### src/common/hdsp_defines.vh
// register offsets, field positions and reset values of the host doorbell and swap block
`ifndef HDSP_DEFINES_VH
`define HDSP_DEFINES_VH

`define HDSP_ADDR_W            24
`define HDSP_ALIAS_BIT         4
`define HDSP_OFF_UTIL_DB       24'hFFF021
`define HDSP_OFF_WR_SWAP       24'hFFF023
`define HDSP_OFF_RD_SWAP       24'hFFF025
`define HDSP_OFF_HOST_IRQ      24'hFFF027
`define HDSP_OFF_RX_DB         24'hFFF029
`define HDSP_OFF_TX_DB         24'hFFF02B
`define HDSP_OFF_XTRA_DB       24'hFFF02D
`define HDSP_OFF_PAGE_SEL      24'hFFF041
`define HDSP_OFF_WIN_JUMPER    24'hFFF0C1
`define HDSP_BIT_POS           7
`define HDSP_BIT_RESET         1'h0
`define HDSP_PAGE_RESET        8'h00
`define HDSP_PAGE_LO           12
`define HDSP_PAGE_HI           19
`define HDSP_LVL_UTIL          3'h1
`define HDSP_LVL_XTRA          3'h2
`define HDSP_LVL_TX            3'h3
`define HDSP_LVL_RX            3'h4
`define HDSP_LVL_NONE          3'h0

`endif

### src/hdsp_byte_swap.v
// host word data path with byte-swap option latched per bus cycle
`timescale 1ns/1ps

module hdsp_byte_swap (
	input  wire        clk,
	input  wire        reset,
	input  wire        cycle_active,
	input  wire        swap_ctrl,
	input  wire [15:0] data_in,
	output reg  [15:0] data_out
);

	reg swap_latched_reg;

	// the control is sampled only between cycles so a change never splits a word
	always @(posedge clk or posedge reset) begin
		if (reset) begin
			swap_latched_reg <= 1'h0;
			data_out         <= 16'h0000;
		end else begin
			if (!cycle_active) begin
				swap_latched_reg <= swap_ctrl;
			end
			if (cycle_active ? swap_latched_reg : swap_ctrl) begin
				data_out <= {data_in[7:0], data_in[15:8]};
			end else begin
				data_out <= data_in;
			end
		end
	end

endmodule

### src/hdsp_regs.v
// host doorbell, byte swap, page and window jumper registers
// ****************************************************************
// Functional notes
// ****************************************************************
// Functional notes
// - window register reads jumpers in bits 7..1, bit 0 reads zero.
// - single-bit registers use bit 7, other bits undefined, cleared by reset.
// - local processor and host master may both set or clear each bit.
// - host interrupt bit drives the jumper-selected host interrupt line.
// - host interrupt register decodes at base and base plus 0x10.
// - receive doorbell holds level 4 request while set.
// - receive doorbell decodes at base and base plus 0x10.
// - utility doorbell holds level 1 request while set.
// - utility doorbell and all single-bit registers decode at base and alias.
// - write swap bit set swaps bytes of host word writes.
// - swap change reaches the data path only after current cycle.
// - read swap bit set swaps bytes of host word reads.
// - transmit doorbell holds level 3 request while set.
// - extra doorbell holds level 2 request while set.
// - page register is eight bits, write only.
// - paged host access drives local address 19..12 from page register.
// - system bus initialize resets all registers.
// - local requests pass only while the interrupt gate is set.
`timescale 1ns/1ps
`include "hdsp_defines.vh"

module hdsp_regs (
	input  wire        clk,
	input  wire        reset,
	input  wire        bus_init,
	input  wire        cpu_sel,
	input  wire        cpu_wr,
	input  wire [23:0] cpu_addr,
	input  wire [7:0]  cpu_wdata,
	input  wire        host_sel,
	input  wire        host_wr,
	input  wire [23:0] host_addr,
	input  wire [7:0]  host_wdata,
	input  wire [6:0]  window_address_jumpers,
	input  wire [2:0]  host_irq_level_jumper,
	input  wire        local_irq_gate,
	input  wire        host_paged_access,
	input  wire [11:0] host_page_offset,
	input  wire        host_cycle_active,
	input  wire [15:0] host_wr_data,
	input  wire [15:0] dram_rd_data,
	output reg  [7:0]  cpu_rdata,
	output reg  [7:0]  host_rdata,
	output reg  [7:0]  host_irq_lines,
	output reg  [2:0]  local_irq_level,
	output reg  [19:0] local_page_addr,
	output wire [15:0] ram_wr_data,
	output wire [15:0] host_rd_data
);

	// ****************************************************************
	// decode
	// ****************************************************************
	localparam IDX_UTIL = 3'h0;
	localparam IDX_WRSW = 3'h1;
	localparam IDX_RDSW = 3'h2;
	localparam IDX_HIRQ = 3'h3;
	localparam IDX_RX   = 3'h4;
	localparam IDX_TX   = 3'h5;
	localparam IDX_XTRA = 3'h6;
	localparam IDX_NONE = 3'h7;

	// alias bit is ignored so each single-bit register answers at two addresses
	function [2:0] bit_index;
		input [23:0] a;
		reg   [23:0] m;
		begin
			m = a & ~(24'h000001 << `HDSP_ALIAS_BIT);
			case (m)
				`HDSP_OFF_UTIL_DB:  bit_index = IDX_UTIL;
				`HDSP_OFF_WR_SWAP:  bit_index = IDX_WRSW;
				`HDSP_OFF_RD_SWAP:  bit_index = IDX_RDSW;
				`HDSP_OFF_HOST_IRQ: bit_index = IDX_HIRQ;
				`HDSP_OFF_RX_DB:    bit_index = IDX_RX;
				`HDSP_OFF_TX_DB:    bit_index = IDX_TX;
				`HDSP_OFF_XTRA_DB:  bit_index = IDX_XTRA;
				default:            bit_index = IDX_NONE;
			endcase
		end
	endfunction

	function [7:0] read_mux;
		input [23:0] a;
		input [6:0]  bits;
		input [6:0]  jumpers;
		reg   [2:0]  i;
		begin
			i = bit_index(a);
			read_mux = 8'h00;
			if (i != IDX_NONE) begin
				read_mux = {bits[i], 7'h00};
			end else if (a == `HDSP_OFF_WIN_JUMPER) begin
				read_mux = {jumpers, 1'h0};
			end
		end
	endfunction

	// ****************************************************************
	// single-bit registers and page register
	// ****************************************************************
	reg        util_reg;
	reg        wrsw_reg;
	reg        rdsw_reg;
	reg        hirq_reg;
	reg        rx_reg;
	reg        tx_reg;
	reg        xtra_reg;
	reg  [7:0] page_reg;
	wire [6:0] bits_reg;
	wire [6:0] bits_next;
	wire [2:0] cpu_idx     = bit_index(cpu_addr);
	wire [2:0] host_idx    = bit_index(host_addr);
	wire       any_rst     = reset | bus_init;
	wire       cpu_bit_we  = cpu_sel && cpu_wr && cpu_idx != IDX_NONE;
	wire       host_bit_we = host_sel && host_wr && host_idx != IDX_NONE;
	wire       cpu_bit     = cpu_wdata[`HDSP_BIT_POS];
	wire       host_bit    = host_wdata[`HDSP_BIT_POS];

	// host write applied last: a simultaneous write from both sides lets the host win
	function bit_update;
		input cur;
		input cpu_we;
		input cpu_d;
		input host_we;
		input host_d;
		begin
			bit_update = cur;
			if (cpu_we) begin
				bit_update = cpu_d;
			end
			if (host_we) begin
				bit_update = host_d;
			end
		end
	endfunction

	// ****************************************************************
	// utility doorbell
	// ****************************************************************
	wire util_cpu_we  = cpu_bit_we && cpu_idx == IDX_UTIL;
	wire util_host_we = host_bit_we && host_idx == IDX_UTIL;
	wire util_next    = bit_update(util_reg, util_cpu_we, cpu_bit,
		util_host_we, host_bit);

	always @(posedge clk or posedge any_rst) begin
		if (any_rst) begin
			util_reg <= `HDSP_BIT_RESET;
		end else begin
			util_reg <= util_next;
		end
	end

	// ****************************************************************
	// slave write swap
	// ****************************************************************
	wire wrsw_cpu_we  = cpu_bit_we && cpu_idx == IDX_WRSW;
	wire wrsw_host_we = host_bit_we && host_idx == IDX_WRSW;
	wire wrsw_next    = bit_update(wrsw_reg, wrsw_cpu_we, cpu_bit,
		wrsw_host_we, host_bit);

	always @(posedge clk or posedge any_rst) begin
		if (any_rst) begin
			wrsw_reg <= `HDSP_BIT_RESET;
		end else begin
			wrsw_reg <= wrsw_next;
		end
	end

	// ****************************************************************
	// slave read swap
	// ****************************************************************
	wire rdsw_cpu_we  = cpu_bit_we && cpu_idx == IDX_RDSW;
	wire rdsw_host_we = host_bit_we && host_idx == IDX_RDSW;
	wire rdsw_next    = bit_update(rdsw_reg, rdsw_cpu_we, cpu_bit,
		rdsw_host_we, host_bit);

	always @(posedge clk or posedge any_rst) begin
		if (any_rst) begin
			rdsw_reg <= `HDSP_BIT_RESET;
		end else begin
			rdsw_reg <= rdsw_next;
		end
	end

	// ****************************************************************
	// host interrupt request
	// ****************************************************************
	wire hirq_cpu_we  = cpu_bit_we && cpu_idx == IDX_HIRQ;
	wire hirq_host_we = host_bit_we && host_idx == IDX_HIRQ;
	wire hirq_next    = bit_update(hirq_reg, hirq_cpu_we, cpu_bit,
		hirq_host_we, host_bit);

	always @(posedge clk or posedge any_rst) begin
		if (any_rst) begin
			hirq_reg <= `HDSP_BIT_RESET;
		end else begin
			hirq_reg <= hirq_next;
		end
	end

	// ****************************************************************
	// receive doorbell
	// ****************************************************************
	wire rx_cpu_we  = cpu_bit_we && cpu_idx == IDX_RX;
	wire rx_host_we = host_bit_we && host_idx == IDX_RX;
	wire rx_next    = bit_update(rx_reg, rx_cpu_we, cpu_bit,
		rx_host_we, host_bit);

	always @(posedge clk or posedge any_rst) begin
		if (any_rst) begin
			rx_reg <= `HDSP_BIT_RESET;
		end else begin
			rx_reg <= rx_next;
		end
	end

	// ****************************************************************
	// transmit doorbell
	// ****************************************************************
	wire tx_cpu_we  = cpu_bit_we && cpu_idx == IDX_TX;
	wire tx_host_we = host_bit_we && host_idx == IDX_TX;
	wire tx_next    = bit_update(tx_reg, tx_cpu_we, cpu_bit,
		tx_host_we, host_bit);

	always @(posedge clk or posedge any_rst) begin
		if (any_rst) begin
			tx_reg <= `HDSP_BIT_RESET;
		end else begin
			tx_reg <= tx_next;
		end
	end

	// ****************************************************************
	// extra doorbell
	// ****************************************************************
	wire xtra_cpu_we  = cpu_bit_we && cpu_idx == IDX_XTRA;
	wire xtra_host_we = host_bit_we && host_idx == IDX_XTRA;
	wire xtra_next    = bit_update(xtra_reg, xtra_cpu_we, cpu_bit,
		xtra_host_we, host_bit);

	always @(posedge clk or posedge any_rst) begin
		if (any_rst) begin
			xtra_reg <= `HDSP_BIT_RESET;
		end else begin
			xtra_reg <= xtra_next;
		end
	end

	// bit order follows the decode index
	assign bits_reg  = {xtra_reg, tx_reg, rx_reg, hirq_reg, rdsw_reg, wrsw_reg, util_reg};
	assign bits_next = {xtra_next, tx_next, rx_next, hirq_next, rdsw_next, wrsw_next,
		util_next};

	// ****************************************************************
	// page register
	// ****************************************************************
	// a clash between both sides goes to the local processor
	always @(posedge clk or posedge any_rst) begin
		if (any_rst) begin
			page_reg <= `HDSP_PAGE_RESET;
		end else if (cpu_sel && cpu_wr && cpu_addr == `HDSP_OFF_PAGE_SEL) begin
			page_reg <= cpu_wdata;
		end else if (host_sel && host_wr && host_addr == `HDSP_OFF_PAGE_SEL) begin
			page_reg <= host_wdata;
		end
	end

	// ****************************************************************
	// outputs
	// ****************************************************************
	reg [2:0] level_next;

	// priority chain presents the highest pending level
	always @* begin
		level_next = `HDSP_LVL_NONE;
		if (local_irq_gate) begin
			if (bits_next[IDX_RX]) begin
				level_next = `HDSP_LVL_RX;
			end else if (bits_next[IDX_TX]) begin
				level_next = `HDSP_LVL_TX;
			end else if (bits_next[IDX_XTRA]) begin
				level_next = `HDSP_LVL_XTRA;
			end else if (bits_next[IDX_UTIL]) begin
				level_next = `HDSP_LVL_UTIL;
			end
		end
	end

	// read data for both sides
	always @(posedge clk or posedge any_rst) begin
		if (any_rst) begin
			cpu_rdata  <= 8'h00;
			host_rdata <= 8'h00;
		end else begin
			cpu_rdata  <= read_mux(cpu_addr, bits_reg, window_address_jumpers);
			host_rdata <= read_mux(host_addr, bits_reg, window_address_jumpers);
		end
	end

	// interrupt outputs follow the write in the same edge
	always @(posedge clk or posedge any_rst) begin
		if (any_rst) begin
			host_irq_lines  <= 8'h00;
			local_irq_level <= `HDSP_LVL_NONE;
		end else begin
			// one line per level; the jumper picks which one the host sees
			host_irq_lines  <= {7'h00, bits_next[IDX_HIRQ]} << host_irq_level_jumper;
			local_irq_level <= level_next;
		end
	end

	// paged window address
	always @(posedge clk or posedge any_rst) begin
		if (any_rst) begin
			local_page_addr <= 20'h00000;
		end else begin
			if (host_paged_access) begin
				local_page_addr <= {page_reg, host_page_offset};
			end else begin
				local_page_addr <= {host_addr[`HDSP_PAGE_HI:`HDSP_PAGE_LO], host_page_offset};
			end
		end
	end

	// ****************************************************************
	// data path
	// ****************************************************************
	hdsp_byte_swap u_wr_swap (
		.clk          (clk),
		.reset        (any_rst),
		.cycle_active (host_cycle_active),
		.swap_ctrl    (bits_reg[IDX_WRSW]),
		.data_in      (host_wr_data),
		.data_out     (ram_wr_data)
	);

	hdsp_byte_swap u_rd_swap (
		.clk          (clk),
		.reset        (any_rst),
		.cycle_active (host_cycle_active),
		.swap_ctrl    (bits_reg[IDX_RDSW]),
		.data_in      (dram_rd_data),
		.data_out     (host_rd_data)
	);

endmodule

### config.mk
export PLATFORM = sky130hd
export DESIGN_NAME = hdsp_regs
export DESIGN_NICKNAME = d
export VERILOG_FILES = /design/src/hdsp_byte_swap.v /design/src/hdsp_regs.v
export VERILOG_INCLUDE_DIRS = /design/src /design/src/common
export SDC_FILE = /design/constraint.sdc
export NUM_CORES = 1
export LEC_CHECK = 0
export ABC_AREA = 1
export BUFFER_PORTS_ARGS = -buffer_cell sky130_fd_sc_hd__buf_4
export CAP_MARGIN = 20
export CORE_ASPECT_RATIO = 1.75
export CORE_MARGIN = 8
export CORE_UTILIZATION = 47
export DETAILED_ROUTE_END_ITERATION = 16
export PLACE_DENSITY = 0.8
export SLEW_MARGIN = 20
export SYNTH_ARGS = -nofsm -noshare
export SYNTH_HDL_FRONTEND = slang
export SYNTH_SLANG_ARGS = --single-unit
### constraint.sdc
create_clock -name clk -period 7.6 [get_ports clk]
set_input_delay 1.52 -clock clk [delete_from_list [all_inputs] [get_ports clk]]
set_output_delay 1.52 -clock clk [all_outputs]
set_load 0.05 [all_outputs]
Word-level counts from Yosys, hierarchy flattened
Index checks and enable logic that the tools add are counted.
- input bits: 128
- output and inout port bits: 79
- register bits after elaboration: 96
- logic and storage cells: 114
- shift operators: 1
- bitwise operators: 1
- reduce and logical (&&, ||, !) cells: 25
- $lt $le $gt $ge: 2
- equality and inequality tests: 32
- multiplexer cells: 36
- operators by type and width (operator ; count):
    23-bit == test (second input constant) ; 14
    24-bit == test (second input constant) ; 4
    8-bit 2-to-1 mux ; 6
    3-bit case mux with 7 select lines ; 2
    16-bit 2-to-1 mux ; 2
    1-bit logical AND ; 20
    20-bit 2-to-1 mux ; 1
    1-bit 2-to-1 mux ; 19
    3-bit == test (second input constant) ; 6
    3-bit by 2-bit == test with 1-bit output (second input constant) ; 4
    3-bit by 4-bit less-than comparator with 1-bit output (second input constant) ; 2
    1-bit by 3-bit << shifter with 8-bit output ; 1
    1-bit binary-select mux with 3-bit select ; 2
    3-bit by 1-bit == test with 1-bit output (second input constant) ; 2
    3-bit zero test ; 2
    3-bit 2-to-1 mux ; 2
    3-bit inequality test (second input constant) ; 2
    2-bit nonzero test ; 3
    2-bit 2-to-1 mux ; 2
    1-bit bitwise OR ; 1

Logic depth before layout (Yosys ltp)
Gate-level depths: netlist of run 1.
- depth after elaboration: 12
- gate-level depth with buffers: 16
- mapped depth without buffers: 16

By module
A second synthesis of run 1 with hierarchy kept.
- cell total of the unflattened synthesis: 592
- area, all modules: 4778.3 um^2
- by module, submodules not included (module ; area an instance (um^2) ; cells an instance ; instances):
    hdsp_regs ; 3264.4 ; 436 ; 1
    hdsp_byte_swap ; 757.0 ; 78 ; 2

Least setup slack after synthesis of run 1
No wires, ideal clock.
- kind: input to register
- from: input port host_addr[7]
- to: register local_irq_level[0]
- required time: 7.487 ns
- arrival time: 2.673 ns
- path buffers: 0
- slack: 4.814 ns
- cell stages on the path: 12
- path through: nor2_2 > nand3_4 > a211oi_4 > nand3_1 > nor2_4 > nand2_2 > nor2_4 > inv_2 > nand3_2 > nand3_2 > nand2_1 > inv_1
- cells in the longest elaborated chain, start to end: 11
- elaborated cells on any way between the ends: 27
- RTL lines (item ; line ; source):
    start: declaration ; hdsp_regs.v:37 ; input wire [23:0] host_addr,
    23-bit == test ; hdsp_regs.v:74 ; case (m)
    3-bit case mux with 7 select lines * ; hdsp_regs.v:74 ;
    3-bit inequality test ; hdsp_regs.v:120 ; wire host_bit_we = host_sel && host_wr && host_idx != IDX_NONE;
    1-bit logical AND ; hdsp_regs.v:120 ;
    1-bit logical AND ; hdsp_regs.v:146 ; wire util_host_we = host_bit_we && host_idx == IDX_UTIL;
    1-bit 2-to-1 mux ; hdsp_regs.v:136 ; if (host_we) begin
    1-bit 2-to-1 mux ; hdsp_regs.v:288 ; end else if (bits_next[IDX_UTIL]) begin
    2-bit 2-to-1 mux ; hdsp_regs.v:286 ; end else if (bits_next[IDX_XTRA]) begin
    2-bit 2-to-1 mux ; hdsp_regs.v:284 ; end else if (bits_next[IDX_TX]) begin
    3-bit 2-to-1 mux * ; hdsp_regs.v:282 ; if (bits_next[IDX_RX]) begin
    3-bit 2-to-1 mux * ; hdsp_regs.v:281 ; if (local_irq_gate) begin
    named net level_next[0] ; hdsp_regs.v:276 ; reg [2:0] level_next;
    end signal: assignment ; hdsp_regs.v:309 ; local_irq_level <= `HDSP_LVL_NONE;
    end signal: assignment ; hdsp_regs.v:313 ; local_irq_level <= level_next;
    end: declaration ; hdsp_regs.v:50 ; output reg [2:0] local_irq_level,
Mark *: on every way through the listed nets, which the timed path passes. The rest lies on a longest branch.
A chain may end at the register's enable or synchronous reset.

Worst setup path in the final report of run 1
- from: input port host_addr[16]
- to: register local_irq_level[0]
- elaborated cells on any way between the ends: 27
- RTL lines (item ; line ; source):
    23-bit == test ; hdsp_regs.v:74 ;
    3-bit case mux with 7 select lines * ; hdsp_regs.v:74 ;
    3-bit inequality test ; hdsp_regs.v:120 ;
    1-bit logical AND ; hdsp_regs.v:120 ;
    1-bit logical AND * ; hdsp_regs.v:210 ; wire rx_host_we = host_bit_we && host_idx == IDX_RX;
    1-bit 2-to-1 mux * ; hdsp_regs.v:136 ;
    named net rx_next ; hdsp_regs.v:211 ; wire rx_next = bit_update(rx_reg, rx_cpu_we, cpu_bit,
    3-bit 2-to-1 mux * ; hdsp_regs.v:282 ;
    3-bit 2-to-1 mux * ; hdsp_regs.v:281 ;
    named net level_next[0] ; hdsp_regs.v:276 ;
Marks and branches as above.

==> qor.txt, run 1 <==
status: finished clean
Layout area overhead: 44.13%
Crit Path Class: primary input to flip-flop
detailed-route DRC error count: 0
DR iter-0 viols: 174
register bit total from synthesis: 94
total number of vias: 4341
share of cells above drive strength 1: 0.3461
Rows: 47
hold_buf cts: 0
total CTS buffers: 9
post-synthesis sequential area ratio: 0.5271
biggest registers after layout: local_page_addr (20), u_rd_swap.data_out (16), u_wr_swap.data_out (16)
drt first pass iters: 4
reg2reg path depth: 3
pwr/cell area: 183.9 mW/mm^2
CTS tree: built
Critical Path Start: host_addr[16]
Layout Skew: 9.042 ps
Most flops, register: local_page_addr
worst min path class: flip-flop to flip-flop
period utilisation layout: 0.3752
initial antenna violation count: 0
Synth area leaders: dfrtp_1 53%, nand2_1 9.1%, nor2_1 7.2%
post-cts gate resize count: 0
clock buffer depth: 2
Final Max Slew Viols: 0
synthesized area per cell: 8.189 um^2
DRT Wirelength: 13.68 mm
final antenna-violating net count: 0
Fmax achieved: 350.7 MHz
Peak VDD IR: 0.1105 mV
max_slew headroom: 0.5006
crit path max fanout: 8
area taken by multi-input logic gates: 0.001772 mm^2
CP required: 7840 ps
total of max-cap violations: 0
H-tree depth: 3
P_leak: 3.494 nW
Die X: 89.66 um
IO buf count: 204
root buffer cell: clkbuf_16
synth warn: 0
Worst Setup End Kind: flip-flop
DPL Wire Length: 11.19 mm
final hold slack: 499.1 ps
clock slew at the register clock pins of the worst setup and hold paths: 70 ps
area of the die: 0.01299 mm^2
synthesized cell area: 0.004463 mm^2
distinct cell type count after synthesis: 35
Core Box Area: 0.009350 mm^2
# diodes: 0
register area: 0.002352 mm^2
initial core utilization: 0.4773
Die Y: 144.9 um
fin crit period: 2851 ps
worst r2r src: rdsw_reg
GRT overflow: 0
Hold Path Depth: 2
CTS Sinks: 94
vias in the first global route: 4595
wire per inst: 15.56 um
latest clock arrival within the worst-skew pair: 340 ps
Critical Path AT: 3090 ps
total track usage: 0.2186
endpoints failing hold: 0
CP Launch Type: primary input
first-pass GRT wire length: 21.86 mm
Final setup viols: 0
Net count, final: 880
Largest register FFs: 20
Syn Inst Count: 545
Worst Tran Pin Value: 749.1 ps
share of the synthesized area in the top cell type: 0.5271
largest net degree at the start of global routing: 86
Setup TNS Final: 0 ps
DR vias/cell: 4.939
# fillers: 746
Placer Congestion: 0.9557
I/O pins: 207
hold path startpoint: page_reg[3]
RSZ-0062 raised after global routing: false
Setup Fix Bufs, Post-CTS: 0
Synth area leader: dfrtp_1
[per-stage QoR]
stage / utilization / cells / worst slack (ps) / total power, mW / instance area [um^2]
6_report: 0.6879 / 879 / 4749 / 1.183 / 6432
5_1_grt: 0.6879 / 879 / 4563 / 1.232 / 6432
4_1_cts: 0.6867 / 879 / 4772 / 1.194 / 6421
3_5_place_dp: 0.6546 / 863 / 4418 / 0.7526 / 6121
3_3_place_gp: 0.6546 / 863 / 4449 / 0.7480 / 6121
2_1_floorplan: - / 546 / 572.6 / 0.6498 / 4467
[cells in the final DEF (no fill, tap or decap), types with 4 or more instances in the layout]
master and n:
nor3_1 14, a21oi_1 22, nand3_2 5, nand3_1 40, inv_1 78, mux2_2 5
nand4_1 8, nor2_2 4, o21ai_0 28, nor2_1 85, buf_4 204, nand2_2 6
dfrtp_1 94, nand2_1 108, o22ai_1 6, nor2_4 8, clkbuf_16 9
[final cells by class]
type	count	area share
repair buffers	205	0.2398
multi-input cells	359	0.2754
flip-flops and latches	94	0.3657
well taps	122	0.02373
inverters	83	0.04863
clock inverters	7	0.01167
clock buffers	9	0.03501
[kinds of logic after synthesis]
| group | share of synthesized area |
|---|---|
| buf+inv | 0.08102 |
| flops | 0.5271 |
| simple gates | 0.2969 |
| compound gates | 0.08158 |
| mux | 0.01261 |
| other cells | 0.0008402 |
[cells in the mapped netlist]
cell type and n:
a211oi_4 1, a21oi_1 22, a21oi_2 1, a221oi_1 1, a22oi_1 1, buf_1 1, buf_4 3, clkbuf_1 6
clkinv_1 1, clkinv_2 1, conb_1 1, dfrtp_1 94, inv_1 78, inv_2 3, mux2_2 5, nand2_1 108
nand2_2 6, nand3_1 40, nand3_2 5, nand3_4 1, nand3b_1 3, nand4_1 8, nand4_2 1, nor2_1 86
nor2_2 4, nor2_4 7, nor3_1 14, nor3_2 2, nor4_1 1, o21ai_0 28, o21ai_1 3, o21ai_2 1
o21bai_1 1, o22ai_1 6, or2_2 1
[layer usage]
| metal | routed length (um) | vias up | global-route usage |
|---|---|---|---|
| met1 | 4497 | 1989 | 0.2048 |
| met3 | 1136 | 42 | 0.05826 |
| met2 | 7433 | 170 | 0.3953 |
| met4 | 612 | 0 | 0.1316 |
| met5 | 0 | - | 0 |
| li1 | - | 2140 | - |
[critical path: stages]
cell and delay [ps]:
buf_4 80, inv_1 40, nor2_1 80, nand4_1 200
nor2_4 240, nand3_1 170, nand2_1 200, nor2_4 70
nand2_1 90, nand3_2 120, nand2_2 120, nor2_4 40
nand2_1 70, inv_1 40
[report_power, final]
group          total [mW]  internal (mW)  switching (mW)
clock network       0.441          0.233           0.208
logic               0.217         0.0802           0.137
registers           0.525          0.519         0.00557
total                1.18          0.833           0.350
[final timing paths]
check | to | slack (ps)
max | local_irq_level[0] | 4750
min | local_page_addr[15] | 500
max reg2reg | u_rd_swap.data_out[4] | 6220
min reg2reg | local_page_addr[15] | 500
max in group asynchronous | local_page_addr[13] | 5390
min in group asynchronous | local_page_addr[8] | 1150
Power figures use the tool's default switching activity.
==> run 2, diff against run 1 <==
- CORE_UTILIZATION: 47 -> 42
- PLACE_DENSITY: 0.8 -> 0.76
- clock period: 7.6 -> 2.3 ns (I/O delays scaled with it)
==> qor.txt, run 2 (same netlist as run 1, synthesis figures left out) <==
area of the die: 0.01431 mm^2
Die Y: 152.4 um
Net count, final: 883
Switch Pwr: 1.089 mW
wire per inst: 15.79 um
CTS Sinks: 94
Layout Skew: 5.922 ps
DRT Wirelength: 14.05 mm
final hold slack: 230.5 ps
clock power share: 0.379
vias in the first global route: 4750
max_slew headroom: 0.6662
Die X: 93.93 um
Comb pwr share: 0.183
period utilisation layout: 0.7823
first-pass GRT wire length: 22.71 mm
Core Box Area: 0.01051 mm^2
Design Area, Final: 0.006487 mm^2
non-filler cells, final: 890
drt first pass iters: 4
switching part of the total: 0.2748
clock slew at the register clock pins of the worst setup and hold paths: 70 ps
DR vias/cell: 4.962
CTS tree: built
most frequent cells in the layout: 206 x buf_4, 108 x nand2_1, 94 x dfrtp_1
initial antenna violation count: 0
Worst Tran Pin Value: 500.8 ps
CP required: 2530 ps
H-tree depth: 3
Peak VDD IR: 0.4559 mV
biggest registers after layout: local_page_addr (20), u_rd_swap.data_out (16), u_wr_swap.data_out (16)
Final Max Slew Viols: 0
total CTS buffers: 9
DR iter-0 viols: 119
detailed-route DRC error count: 0
clock buffer depth: 2
I/O pins: 207
Reg2Reg Setup Slack: 990 ps
worst min path class: primary input to flip-flop
Placed Cells: 874
Placed Area: 0.006178 mm^2
Layout area overhead: 45.36%
post-cts gate resize count: 0
DPL Wire Length: 11.59 mm
Largest register FFs: 20
Setup WS post-layout: 500.8 ps
RSZ-0062 raised after global routing: false
Rows: 50
endpoints failing hold: 0
hold_buf cts: 0
total track usage: 0.2013
Setup Fix Bufs, Post-CTS: 0
Critical Path AT: 2030 ps
CP Launch Type: primary input
total of max-cap violations: 0
share of cells above drive strength 1: 0.3474
Worst Setup End Kind: flip-flop
Most flops, register: local_page_addr
final core utilization: 0.6173
initial core utilization: 0.4246
final antenna-violating net count: 0
leading cell type in the layout, fill and taps excluded: buf_4
Crit Path Class: primary input to flip-flop
Final setup viols: 0
Placer Congestion: 0.9035
fin crit period: 1799 ps
GRT overflow: 0
P_leak: 3.518 nW
latest clock arrival within the worst-skew pair: 330 ps
status: finished clean
crit path max fanout: 8
Cell Int Power: 2.874 mW
Setup TNS Final: 0 ps
pwr/cell area: 610.8 mW/mm^2
IO buf count: 204
root buffer cell: clkbuf_16
dpl ws: 168.1 ps
Seq pwr share: 0.438
Power, Total: 3.962 mW
total number of vias: 4416
# diodes: 0
Fmax achieved: 555.8 MHz
largest net degree at the start of global routing: 54
-- run 2: cell type report --
cell class | instances | area [um^2]
clock buffers | 11 | 242.7
clock inverters | 5 | 66.31
fillers | 929 | 4023
inverters | 83 | 312.8
multi-input cells | 359 | 1764
flip-flops and latches | 94 | 2352
well taps | 130 | 162.7
repair buffers | 208 | 1587
-- run 2: path summary, 6_finish.rpt --
check / from / end / cells past startpoint
min: host_page_offset[10] / local_page_addr[10] / 1
max: host_addr[9] / local_irq_level[0] / 13
min in group asynchronous: reset / local_page_addr[0] / 3
min reg2reg: page_reg[4] / local_page_addr[16] / 2
max reg2reg: wrsw_reg / u_wr_swap.data_out[8] / 3
max in group asynchronous: bus_init / host_rdata[6] / 3
-- run 2: worst max-delay path: stages --
cell     delay [ps]
buf_4           110
nor2_1          100
nand4_1         240
nor2_4          240
nand3_1         210
nand2_1         210
nor2_4           70
nand2_1          80
nand3_2          80
nand2_2          90
nor2_4           30
nand2_1          60
inv_1            40
-- run 2: layer usage --
layer	GRT usage	wire length, um
met1	0.1778	4403
met2	0.3842	7991
met3	0.04736	904
met4	0.1224	749
met5	0	0
-- run 2: power by group through the flow --
stage	Combinational, mW	Sequential, mW	Clock (mW)
2_1_floorplan	0.150	2.00	0
3_3_place_gp	0.715	1.77	0
3_5_place_dp	0.730	1.77	0
4_1_cts	0.732	1.74	1.54
5_1_grt	0.776	1.74	1.61
6_report	0.726	1.74	1.50
